**config.mk**
```make
export PLATFORM = sky130hd
export DESIGN_NAME = lsb_status_byte
export DESIGN_NICKNAME = d
export VERILOG_FILES = /design/src/inc/lsb_pkg.sv /design/src/lsb_status_byte.sv
export SDC_FILE = /design/constraint.sdc
export NUM_CORES = 1
export LEC_CHECK = 0
export ABC_AREA = 0
export BUFFER_PORTS_ARGS = -buffer_cell sky130_fd_sc_hd__buf_4
export CORE_ASPECT_RATIO = 0.8
export CORE_UTILIZATION = 44
export CTS_CLUSTER_DIAMETER = 120
export DETAILED_ROUTE_END_ITERATION = 10
export PLACE_DENSITY = 0.73
export SLEW_MARGIN = 20
export SYNTH_ARGS = -nofsm -noshare
export SYNTH_HDL_FRONTEND = slang
export SYNTH_SLANG_ARGS = --single-unit
```
**constraint.sdc**
```tcl
create_clock -name MCLK -period 1.3 [get_ports MCLK]
set_input_delay 0.065 -clock MCLK [delete_from_list [all_inputs] [get_ports MCLK]]
set_output_delay 0.065 -clock MCLK [all_outputs]
set_load 0.005 [all_outputs]
```
**src/inc/lsb_pkg.sv**
```systemverilog
// Package for the legacy status byte: bit positions, reset values, carrier types
package lsb_pkg;

  // Bit positions within the status byte
  localparam int unsigned LSB_BIT_LMT    = 0;     // Limiter or oscillation
  localparam int unsigned LSB_BIT_ERR    = 1;     // Remote command error
  localparam int unsigned LSB_BIT_B2     = 2;     // Receive ready / meas_done
  localparam int unsigned LSB_BIT_B3     = 3;     // Sweep end / buffer full
  localparam int unsigned LSB_BIT_UNUSED = 4;     // Always zero
  localparam int unsigned LSB_BIT_TRIG   = 5;     // External trigger seen
  localparam int unsigned LSB_BIT_SRQ    = 6;     // Summary / service request
  localparam int unsigned LSB_BIT_OPOFF  = 7;     // External operate-off seen

  // Reset values
  localparam logic [7:0] LSB_BYTE_RST = 8'h00;    // Status byte after clear
  localparam logic [7:0] LSB_MASK_RST = 8'hbf;    // All bits enabled, bit 6 never
  localparam logic [7:0] LSB_MASK_FIX = 8'hbf;    // Bit 6 can never feed itself

  // Two-level meaning of bits 2 and 3
  typedef enum logic [0:0] {
    LSB_LEVEL0 = 1'b0,                            // Sweep end / receive ready
    LSB_LEVEL1 = 1'b1                             // Buffer full / meas_done
  } lsb_level_e;

  localparam lsb_level_e LSB_LEVEL_RST = LSB_LEVEL0;

  // Event and condition inputs from the instrument's own logic (same clock)
  typedef struct packed {
    logic       spoll_rd;                         // Serial poll read, pulse
    logic       clear_cmd;                        // Clear command, pulse
    logic       level_cmd;                        // level_select_cmds strobe
    lsb_level_e level_val;                        // Level carried by that strobe
    logic       mask_cmd;                         // status_mask_cmd strobe
    logic [7:0] mask_val;                         // 1 = bit may raise summary
    logic       srq_en;                           // Service requests enabled, level
    logic       sweep_once_done;                  // Single sweep finished, pulse
    logic       sweep_start;                      // Sweep begins, pulse
    logic       src_mode_chg;                     // Source mode changed, pulse
    logic       buf_full;                         // Measurement memory full, level
    logic       cmd_ready;                        // Can accept a command, pulse
    logic       cmd_accepted;                     // Command taken in, pulse
    logic       meas_done;                        // Measurement finished, pulse
    logic       meas_start;                       // Measurement begins, pulse
    logic       meas_data_rd;                     // Result read out, pulse
    logic       cmd_err;                          // Unknown/syntax/arg/exec error
    logic       cmd_ok_delim;                     // Valid commands to delimiter
    logic       limit_det;                        // Limiter detect, level
    logic       osc_det;                          // Oscillation detect, level
  } lsb_evt_s;

endpackage : lsb_pkg

```
**src/lsb_status_byte.sv**
```systemverilog
// Legacy-mode status byte register with serial poll clear and service request
`timescale 1ns/1ns

module lsb_status_byte
  import lsb_pkg::*;
(
  input  wire logic       MCLK,          // 20 MHz system clock
  input  wire logic       RST,           // Synchronous reset, active high
  input  wire logic       TRIG_PIN,      // External trigger pin, asynchronous
  input  wire logic       OPOFF_PIN,     // External operate-off pin, asynchronous
  input  wire lsb_evt_s   EVT,           // Events from instrument logic
  output logic [7:0]      STATUS_BYTE,   // Current status byte
  output logic            SRQ_OUT,       // Service request, level
  output lsb_level_e      LEVEL_OUT      // Active level, for software readback
);

  // Complete state of the block
  typedef struct packed {
    logic       trig_s1;                 // Trigger synchroniser stage 1
    logic       trig_s2;                 // Trigger synchroniser stage 2
    logic       trig_d;                  // Previous synchronised trigger
    logic       opoff_s1;                // Operate-off synchroniser stage 1
    logic       opoff_s2;                // Operate-off synchroniser stage 2
    logic       opoff_d;                 // Previous synchronised operate-off
    lsb_level_e level;                   // Selected level
    logic [7:0] mask;                    // Summary enable mask
    logic       opoff_b;                 // Bit 7
    logic       srq_b;                   // Bit 6
    logic       trig_b;                  // Bit 5
    logic       sweep_b;                 // Bit 3, level 0 meaning
    logic       recv_b;                  // Bit 2, level 0 meaning
    logic       meas_b;                  // Bit 2, level 1 meaning
    logic       err_b;                   // Bit 1
    logic       lmt_b;                   // Bit 0
    logic       acc_seen;                // Command accepted since bit 2 set
    logic       mstart_seen;             // Measurement started since set
    logic       mread_seen;              // Result read since set
    logic       summ_d;                  // Previous unmasked summary
    logic [7:0] byte_out;                // Registered byte for the port
    logic       srq_out;                 // Registered service request
  } lsb_state_s;

  lsb_state_s st_r;                      // Current state
  lsb_state_s st_nxt;                    // Next state

  // Assemble the visible byte from stored bits, level and memory-full level
  function automatic logic [7:0] lsb_view(input lsb_state_s s, input logic full);
    logic [7:0] v;
    v                 = LSB_BYTE_RST;
    v[LSB_BIT_OPOFF]  = s.opoff_b;
    v[LSB_BIT_SRQ]    = s.srq_b;
    v[LSB_BIT_TRIG]   = s.trig_b;
    v[LSB_BIT_UNUSED] = 1'b0;
    // Level picks which source drives bits 2 and 3
    if (s.level == LSB_LEVEL1)
    begin
      v[LSB_BIT_B3] = full;
      v[LSB_BIT_B2] = s.meas_b;
    end
    else
    begin
      v[LSB_BIT_B3] = s.sweep_b;
      v[LSB_BIT_B2] = s.recv_b;
    end
    v[LSB_BIT_ERR]    = s.err_b;
    v[LSB_BIT_LMT]    = s.lmt_b;
    return v;
  endfunction : lsb_view

  // Next-state logic; in every flag the set wins over a same-cycle clear, but the clear command beats every set except that of bit 6
  always_comb
  begin
    logic       poll;                    // Serial poll this cycle
    logic       trig_rise;               // Trigger edge, synchronised
    logic       opoff_rise;              // Operate-off edge, synchronised
    logic [7:0] view;                    // Byte as it will be seen
    logic       summ;                    // Any unmasked bit set
    poll       = EVT.spoll_rd;
    trig_rise  = st_r.trig_s2 & ~st_r.trig_d;
    opoff_rise = st_r.opoff_s2 & ~st_r.opoff_d;
    view       = 8'h00;
    summ       = 1'b0;
    st_nxt     = st_r;

    // Pins pass two flip-flops before any logic looks at them
    st_nxt.trig_s1  = TRIG_PIN;
    st_nxt.trig_s2  = st_r.trig_s1;
    st_nxt.trig_d   = st_r.trig_s2;
    st_nxt.opoff_s1 = OPOFF_PIN;
    st_nxt.opoff_s2 = st_r.opoff_s1;
    st_nxt.opoff_d  = st_r.opoff_s2;

    // Level and mask commands; kept across a clear command
    if (EVT.level_cmd)
    begin
      st_nxt.level = EVT.level_val;
    end
    if (EVT.mask_cmd)
    begin
      st_nxt.mask = EVT.mask_val & LSB_MASK_FIX;
    end

    // Bit 7: operate-off pin edge, cleared by poll
    if (opoff_rise)
    begin
      st_nxt.opoff_b = 1'b1;
    end
    else if (poll)
    begin
      st_nxt.opoff_b = 1'b0;
    end

    // Bit 5: trigger pin edge, cleared by poll
    if (trig_rise)
    begin
      st_nxt.trig_b = 1'b1;
    end
    else if (poll)
    begin
      st_nxt.trig_b = 1'b0;
    end

    // Bit 3 level 0: sweep end; any of three events clears it
    if (EVT.sweep_once_done)
    begin
      st_nxt.sweep_b = 1'b1;
    end
    else if (EVT.sweep_start | EVT.src_mode_chg | poll)
    begin
      st_nxt.sweep_b = 1'b0;
    end

    // Bit 2 level 0: ready; needs acceptance and a poll to clear
    if (EVT.cmd_ready)
    begin
      st_nxt.recv_b   = 1'b1;
      st_nxt.acc_seen = 1'b0;
    end
    else if (st_r.recv_b)
    begin
      // Acceptance may arrive before or with the poll
      if ((st_r.acc_seen | EVT.cmd_accepted) & poll)
      begin
        st_nxt.recv_b   = 1'b0;
        st_nxt.acc_seen = 1'b0;
      end
      else if (EVT.cmd_accepted)
      begin
        st_nxt.acc_seen = 1'b1;
      end
    end

    // Bit 2 level 1: meas_done; needs new start and readout to clear
    if (EVT.meas_done)
    begin
      st_nxt.meas_b      = 1'b1;
      st_nxt.mstart_seen = 1'b0;
      st_nxt.mread_seen  = 1'b0;
    end
    else if (st_r.meas_b)
    begin
      if ((st_r.mstart_seen | EVT.meas_start) & (st_r.mread_seen | EVT.meas_data_rd))
      begin
        st_nxt.meas_b      = 1'b0;
        st_nxt.mstart_seen = 1'b0;
        st_nxt.mread_seen  = 1'b0;
      end
      else
      begin
        st_nxt.mstart_seen = st_r.mstart_seen | EVT.meas_start;
        st_nxt.mread_seen  = st_r.mread_seen | EVT.meas_data_rd;
      end
    end

    // Bit 1: command error, cleared by a clean block
    if (EVT.cmd_err)
    begin
      st_nxt.err_b = 1'b1;
    end
    else if (EVT.cmd_ok_delim)
    begin
      st_nxt.err_b = 1'b0;
    end

    // Bit 0: stays up until both detections have gone
    if (EVT.limit_det | EVT.osc_det)
    begin
      st_nxt.lmt_b = 1'b1;
    end
    else
    begin
      st_nxt.lmt_b = 1'b0;
    end

    // Clear command wipes every bit; level and mask survive it
    if (EVT.clear_cmd)
    begin
      st_nxt.opoff_b     = 1'b0;
      st_nxt.srq_b       = 1'b0;
      st_nxt.trig_b      = 1'b0;
      st_nxt.sweep_b     = 1'b0;
      st_nxt.recv_b      = 1'b0;
      st_nxt.meas_b      = 1'b0;
      st_nxt.err_b       = 1'b0;
      st_nxt.lmt_b       = 1'b0;
      st_nxt.acc_seen    = 1'b0;
      st_nxt.mstart_seen = 1'b0;
      st_nxt.mread_seen  = 1'b0;
    end

    // Summary: a fresh unmasked bit raises bit 6; an edge keeps SRQ from re-firing
    view = lsb_view(st_nxt, EVT.buf_full);
    summ = |(view & st_r.mask & LSB_MASK_FIX);
    st_nxt.summ_d = summ;
    if (summ & ~st_r.summ_d)
    begin
      st_nxt.srq_b = 1'b1;
    end
    else if (poll | EVT.clear_cmd)
    begin
      st_nxt.srq_b = 1'b0;
    end
    // Clear command also resets the summary history; bit 3's memory-full view drops for that one cycle only
    if (EVT.clear_cmd)
    begin
      st_nxt.summ_d = 1'b0;
      view          = LSB_BYTE_RST;
    end

    // Output registers
    st_nxt.byte_out = lsb_view(st_nxt, EVT.buf_full & ~EVT.clear_cmd);
    st_nxt.srq_out  = st_nxt.srq_b & EVT.srq_en;
  end

  // State register; power-up reset clears everything but the mask, which loads LSB_MASK_RST
  always_ff @(posedge MCLK)
  begin
    if (RST)
    begin
      st_r          <= '0;
      st_r.level    <= LSB_LEVEL_RST;
      st_r.mask     <= LSB_MASK_RST;
      st_r.byte_out <= LSB_BYTE_RST;
    end
    else
    begin
      st_r <= st_nxt;
    end
  end

  assign STATUS_BYTE = st_r.byte_out;
  assign SRQ_OUT     = st_r.srq_out;
  assign LEVEL_OUT   = st_r.level;

endmodule : lsb_status_byte

```
; ---- Yosys cells after proc, flatten, opt, wreduce, memory -nomap -nowiden
; Index checks and enable logic that the tools add are counted.
; Widths: inputs -> output; s select.
[op_classes]
n_bitwise = 19
mux = 28
reduce_logical = 6
[ops]
columns = op, count
row1 = $mux 1, 22
row2 = $mux 11, 1
row3 = $mux 2, 5
row4 = $and 8x8->8, 1
row5 = $and 1x1->1, 7
row6 = $or 1x1->1, 7
row7 = $reduce_or 7->1, 1
row8 = $reduce_or 3->1, 2
row9 = $not 1->1, 4
row10 = $reduce_and 2->1, 1
row11 = $reduce_bool 2->1, 1
row12 = $reduce_or 2->1, 1
[word_totals]
input_bits = 31
reg_bits = 34
output_inout_bits = 10
wordCells = 75

; ---- Longest topological paths before layout
; Gate-level depths: netlist of the first run.
[depth]
depth_word = 12
ltp_mapped = 5
ltp_nobuf = 5

; ---- Worst setup path before layout of the first run
; OpenSTA, ideal clock, no wires.
[synth_path]
path_type = reg2reg
from = register st_r, in the netlist LEVEL_OUT
to = register st_r, in the netlist SRQ_OUT
n_path_buf = 0
setup_ns = 0.088
required_ns = 1.212
path_stages_with_launch = 5
path_slack_ns = 0.112
t_arrival_ns = 1.100
cell_sequence = dfxtp_1 -> mux2i_4 -> mux2i_2 -> nand3_2 -> a311oi_2
[synth_between]
elab_chain_len = 7
[synth_rtl]
columns = element, line
row1 = "start, declared", lsb_status_byte.sv:43  ; lsb_state_s st_r;
row2 = "start signal, assigned", lsb_status_byte.sv:247  ; st_r <= st_nxt;
row3 = $mux 1, lsb_status_byte.sv:94  ; if (EVT.level_cmd)
row4 = $mux 2, lsb_status_byte.sv:55  ; if (s.level == LSB_LEVEL1)
row5 = $and 8x8->8, lsb_status_byte.sv:213  ; summ = |(view & st_r.mask & LSB_MASK_FIX);
row6 = $reduce_or 7->1, lsb_status_byte.sv:213
row7 = $and 1x1->1, lsb_status_byte.sv:215  ; if (summ & ~st_r.summ_d)
row8 = $mux 1, lsb_status_byte.sv:215
row9 = $and 1x1->1, lsb_status_byte.sv:232  ; st_nxt.srq_out = st_nxt.srq_b & EVT.srq_en;
; No other way between the ends.
; A chain may end at the register's enable or synchronous reset.

; ---- Worst setup path in the final report of the first run
; Ends and elaborated chain as after synthesis.

==> metrics.md, run 1 <==
| Metric | Value |
|---|---|
| Area grow syn2layout | 45.2% |
| Mapped Nets | approximately 140 |
| Total routed wirelength | 2390 um |
| Largest net degree at the start of global routing | 16 |
| Netlist cell types | 29 |
| Synth Cell Area | 1130 um2 |
| Multi-input gate area | 524 um2 |
| GR Util All Layers | 18.4% |
| Diodes inserted | 0 |
| Cells along the critical path | mux2i_4 > mux2i_4 > nand3_2 > a311oi_2 |
| # nets final | 194 |
| Worst R2R Setup Slack | -0.007 ns |
| Yosys top cell by area | dfxtp_1 |
| Leak pwr | 0.684 nW |
| Yosys warning total | 0 |
| Most used DFF post-synth | dfxtp_1 |
| Reg-to-reg startpoint | LEVEL_OUT |
| Iteration-0 DRC count of the detailed router | 53 |
| Class of the worst hold path | in -> reg |
| Clock slew at reported path FFs | 0.14 ns |
| Gpl congestion | between 0.7 and 0.8 |
| Crit path time final | about 1.3 ns |
| Vias in the first global route | 911 |
| Worst skew pair latency | about 0.32 ns |
| Max-cap violation count | 0 |
| Post-synth EDFFs | 0 |
| Core box area | roughly 2400 um2 |
| Final hold viol count | 0 |
| Via count | 922 |
| Worst setup endpoint | SRQ_OUT |
| Sequential area share after synthesis | between 40% and 50% |
| Worst setup margin | -0.00740 ns |
| Fin crit share | 101% |
| FF/Latch Area | 563 um2 |
| Synth top area share | about half |
| Worst EP required | about 1.6 ns |
| Met3 wire length | 149 um |
| First-pass GRT wire length | 3730 um |
| Layout cells sized above 1 | between 30% and 40% |
| Failing checks | setup timing |
| Slowest stage delay, CP | 0.36 ns |
| CTS Buf Count | 3 |
| CP max FO | 4 |
| Die ar. | 2770 um2 |
| Post-synthesis async set-or-reset flop share | 0% |
| CP Capture Type | flop |
| Via-per-instance ratio | 4.66 |
| Site Rows | 16 |
| CTS tree | built |
| Setup Skew | 0.00594 ns |
| Number of I/O port buffers | 37 |
| Crit path DAT | 1.55 ns |
| Pre-CTS setup slack | -0.0245 ns |
| Routed WL per cell | 12.1 um |
| Initial antenna violation count | 0 |
| Most instantiated cells after synthesis | 28 x dfxtp_1, 16 x nor2b_1, 11 x nor2_1 |
| Syn Area/Cell | around 10 um2 |
| Cell count after synthesis | 113 |
| Setup crit start | LEVEL_OUT |
| Pwr dens | 993 nW/um2 |
| I/O Pins | 41 |
| CP Class | reg -> reg |
| GRT overflow | 0 |
| First-pass DRT Iterations | 4 |
| Drt drc | 0 |
| Die X | 58.6 um |
| Top sig layer | met4 |
| WL met1 | 1070 um |
| Fmax | between 700 and 800 MHz |
| Nature of the critical path startpoint | flop |
| Met2 wire len | 1160 um |
| Worst vdd ir | 653 uV |
| Post-route ant nets | 0 |
| H-tree depth | 1 |
| Initial Util | 46.2% |
| RSZ-0062 raised after global routing | true |
| Worst path slowest cell | dfxtp_2 |
| Most frequent CP cell | mux2i_4 |
| Fillers | just over 200 |
| Sink Count | 28 |
| Setup violators final | 1 |
| Reg-to-reg endpoint | SRQ_OUT |
| Ranking of synthesized cells by area | dfxtp_1 50%, nor2b_1 8.9%, buf_4 5.3% |
| Slew Viols, Final | 0 |
| Count leader, synth | dfxtp_1 |
| Yosys reg bits | 28 |
| Die Height | 47.3 um |
| Post-DP HPWL | around 1500 um |
| Outcome | finished, violations left |
| R2R depth | 4 |
| Max clock buf depth | 2 |
| Clock Root Buffer | clkbuf_4 |
| Setup TNS | -0.00740 ns |
## report_power, final
group	switching, mW	total, mW	internal (mW)
clock	0.237	0.409	0.171
sequential	0.0215	0.923	0.901
combinational	0.114	0.293	0.179
total	0.373	1.62	1.25
## registers in the layout (all words and copies together), names as in the netlist
register / flops
LEVEL_OUT: 1
STATUS_BYTE: 6
st_r: 16
SRQ_OUT: 1
st_nxt: 4
## worst max-delay path, delay by kind of cell (launching register included)
kind / cells / cell delay [ns]
compound gates: 1 / 0.21
mux: 2 / 0.55
simple gates: 1 / 0.12
flops: 1 / 0.36
## per-layer routing
layer / global-route usage, % / up-vias
met2: 34.3 / 34
li1: - / 484
met4: 4.29 / 0
met3: 5.51 / 2
met1: 21.4 / 402
met5: 0 / -
## how the worst min path moves through the flow
stage / startpoint / slack, ns / endpoint / cells past startpoint
floorplan: RST / 0.14 / st_nxt[30] / 1
global placement: EVT[6] / 0.25 / st_r[11] / 2
detailed placement: EVT[6] / 0.26 / st_r[10] / 2
CTS: EVT[22] / 0.02 / st_r[22] / 2
global route: EVT[22] / 0.02 / st_r[28] / 2
finish: EVT[22] / 0.03 / st_r[23] / 2
## stage by stage
stage	instances	hold WS (ns)	instance area, um2	power (mW)	utilization (%)
global placement	177	0.251	1390	1.16	57.0
detailed placement	177	0.257	1390	1.17	57.0
floorplan	113	0.137	1130	1.06	-
global route	198	0.0200	1640	1.72	67.0
CTS	198	0.0239	1600	1.62	65.4
finish	198	0.0345	1640	1.62	67.0
## cell type report
type | instances | area share, %
Multi-Input combinational cell | 72 | 32.0
Clock buffer | 4 | 2.22
Timing Repair Buffer | 56 | 28.1
Sequential cell | 28 | 34.4
Inverter | 2 | 0.459
Tap cell | 36 | 2.75
## placed cells by master (no fill, tap or decap), drive strengths merged, types with 2 or more instances in the layout
| cell type | instances |
|---|---|
| nand2b | 5 |
| nor4b | 3 |
| dlygate4sd3 | 16 |
| dfxtp | 28 |
| mux2i | 2 |
| a21boi | 2 |
| o21ai | 6 |
| nor2 | 11 |
| a21oi | 8 |
| nor2b | 16 |
| a211o | 6 |
| inv | 2 |
| clkbuf | 4 |
| buf | 40 |
| o22ai | 2 |
## logic make-up after synthesis
| group | synth area share (%) |
|---|---|
| buffers and inverters | 7.10 |
| flip-flops | 49.7 |
| AND/OR/NAND/NOR | 22.0 |
| multiplexers | 3.22 |
| other | 0.333 |
| AO/OA/AOI/OAI | 17.6 |
## timing repair
action / CTS / global route
setup buffers: 1 / 0
pin swaps: 1 / 2
setup endpoints to repair: 1 / 3
hold buffers: 16 / 0
endpoints found under the hold margin: 16 / 0
gates resized for setup: 1 / 10
Power figures use the tool's default switching activity.
==> run 2: changes to the inputs <==
- CORE_UTILIZATION: 44 -> 43
- PLACE_DENSITY: 0.73 -> 0.75
- clock period: 1.3 -> 1.1 ns (I/O delays scaled with it)
==> run 2 against run 1 <==
Effect of this change: the run still ends with setup timing left; combinational power grew 24%; setup slack lost 0.19 ns; cell count grew 3.5%; via count grew 7.9%; sequential share of layout area shrank 1.2 points; register-to-register slack lost 0.19 ns; largest power group unchanged; highest routed layer unchanged.
==> metrics.md, run 2 (same netlist as run 1, synthesis figures left out) <==
| Metric | Value |
|---|---|
| Outcome | finished, violations left |
| Failing checks | setup timing |
| Area grow syn2layout | 50.1% |
| Gpl congestion | 0.739 (+5.4%) |
| Biggest register | st_r |
| CTS tree | built |
| Site Rows | 16 (unchanged) |
| Via-per-instance ratio | 4.85 (+4.2%) |
| Cells after DPL | 184 (+4.0%) |
| Fmax | 774 MHz (+1.2%) |
| Post-route ant nets | 0 (unchanged) |
| H-tree depth | 1 (unchanged) |
| Pwr dens | 1160 nW/um2 (+17%) |
| Iteration-0 DRC count of the detailed router | 39 (-26%) |
| Die X | 59.2 um (+1.1%) |
| Max-cap violation count | 0 (unchanged) |
| Crit path DAT | 1.56 ns (about the same) |
| Cells along the critical path | mux2i_4 > mux2i_2 > nand3_2 > a311oi_2 |
| Final core occ | 68.7% (+1.7 points) |
| Largest net degree at the start of global routing | 16 (unchanged) |
| Setup TNS | -0.538 ns (-0.530 ns) |
| CTS Buf Count | 3 (unchanged) |
| Slowest stage delay, CP | 0.36 ns (about the same) |
| Sink Count | 28 (unchanged) |
| Leak pwr | 0.726 nW (+6.1%) |
| Commonest non-fill, non-tap cell in the layout | buf_4 |
| Commonest non-fill, non-tap cells in the layout | 48 x buf_4, 27 x dfxtp_1, 15 x nor2b_1, 15 x dlygate4sd3_1, 10 x nor2_1 |
| RSZ-0062 raised after global routing | true |
| Drt drc | 0 (unchanged) |
| Initial Util | 45.8% (-0.38 points) |
| Layout cells sized above 1 | 39.6% (+3.2 points) |
| Class of the worst hold path | in -> reg |
| Setup violators final | 5 (+4) |
| Die Height | 47.8 um (+1.1%) |
| Total routed wirelength | 2670 um (+12%) |
| Pre-CTS setup slack | -0.152 ns (-0.128 ns) |
| Crit path time final | 1.29 ns (-0.0149 ns) |
| Final Cell Area | 1690 um2 (+3.4%) |
| First-pass DRT Iterations | 4 (unchanged) |
| Initial antenna violation count | 0 (unchanged) |
| GRT overflow | 0 (unchanged) |
| Post-DP Area | 1450 um2 (+3.9%) |
| FF/Latch Area | 562 um2 (-0.22%) |
| Die ar. | 2830 um2 (+2.2%) |
| Multi-input gate area | 531 um2 (+1.2%) |
| GR Util All Layers | 19.2% (+0.83 points) |
| First-pass GRT wire length | 3940 um (+5.7%) |
| Worst vdd ir | 915 uV (+40%) |
| CP Class | reg -> reg |
| Max reg flops | 16 (unchanged) |
| CP max FO | 4 (unchanged) |
| I/O Pins | 41 (unchanged) |
| Worst skew pair latency | 0.33 ns (about the same) |
| Fillers | 208 (+3.0%) |
| Setup Skew | 0.00605 ns (+0.000113 ns) |
| Vias in the first global route | 972 (+6.7%) |
| Slew Viols, Final | 0 (unchanged) |
| Nature of the critical path startpoint | flop |
| Clock slew at reported path FFs | 0.15 ns (about the same) |
| Tot Pwr | 1.96 mW (+20%) |
| Post-DP HPWL | 1750 um (+15%) |
| Core box area | 2460 um2 (+0.82%) |
| CP Capture Type | flop |
| Layout Cells excl Fill | 205 (+3.5%) |
| Worst path slowest cell | dfxtp_2 |
| Final hold viol count | 0 (unchanged) |
| Diodes inserted | 0 (unchanged) |
| Routed WL per cell | 13.0 um (+7.7%) |
| Worst setup margin | -0.193 ns (-0.185 ns) |
| Max clock buf depth | 2 (unchanged) |
| Fin crit share | 118% (+17 points) |
| # nets final | 201 (+3.6%) |
| Via count | 995 (+7.9%) |
| Clock Root Buffer | clkbuf_4 |
| Worst hold slack | 0.0192 ns (-0.0153 ns) |
| Number of I/O port buffers | 37 (unchanged) |
| Worst EP required | 1.36 ns (-0.19 ns) |
-- run 2: timing repair --
action                                  CTS  global route
setup buffers                             2             0
gates resized for setup                   1             8
endpoints found under the hold margin    16             0
hold buffers                             15             0
endpoints found under the setup margin    4             5
gates cloned                              0             0
pin swaps                                 5             2
-- run 2: critical path: cells and delay by family, from the launching register on --
| family | cells | cell delay (ns) |
|---|---|---|
| compound gates | 1 | 0.19 |
| flops | 1 | 0.36 |
| mux | 2 | 0.54 |
| simple gates | 1 | 0.14 |
-- run 2: layer usage --
metal	part of all wire (%)	global-route usage, %	vias to the layer above
met4	0.49	2.86	0
li1	-	-	496
met2	54	39.1	32
met1	40	20.4	465
met3	5.5	5.68	2
met5	0	0	-
-- run 2: layout make-up --
type	count	share of cell area, %
flip-flops and latches	28	33.2
multi-input cells	72	31.4
repair buffers	63	30.2
well taps	36	2.66
clock buffers	4	2.14
inverters	2	0.444
-- run 2: power by group --
part,switching (mW),total (mW),internal [mW]
logic,0.143,0.363,0.220
registers,0.0238,1.09,1.07
clock network,0.301,0.504,0.203
-- run 2: worst paths after layout --
kind | from | to | slack (ns) | depth (start not counted)
setup / recovery | LEVEL_OUT | SRQ_OUT | -0.19 | 4
hold / removal | EVT[22] | st_r[23] | 0.02 | 2
setup reg to reg | LEVEL_OUT | SRQ_OUT | -0.19 | 4
hold reg to reg | st_nxt[34] | st_nxt[33] | 0.46 | 1
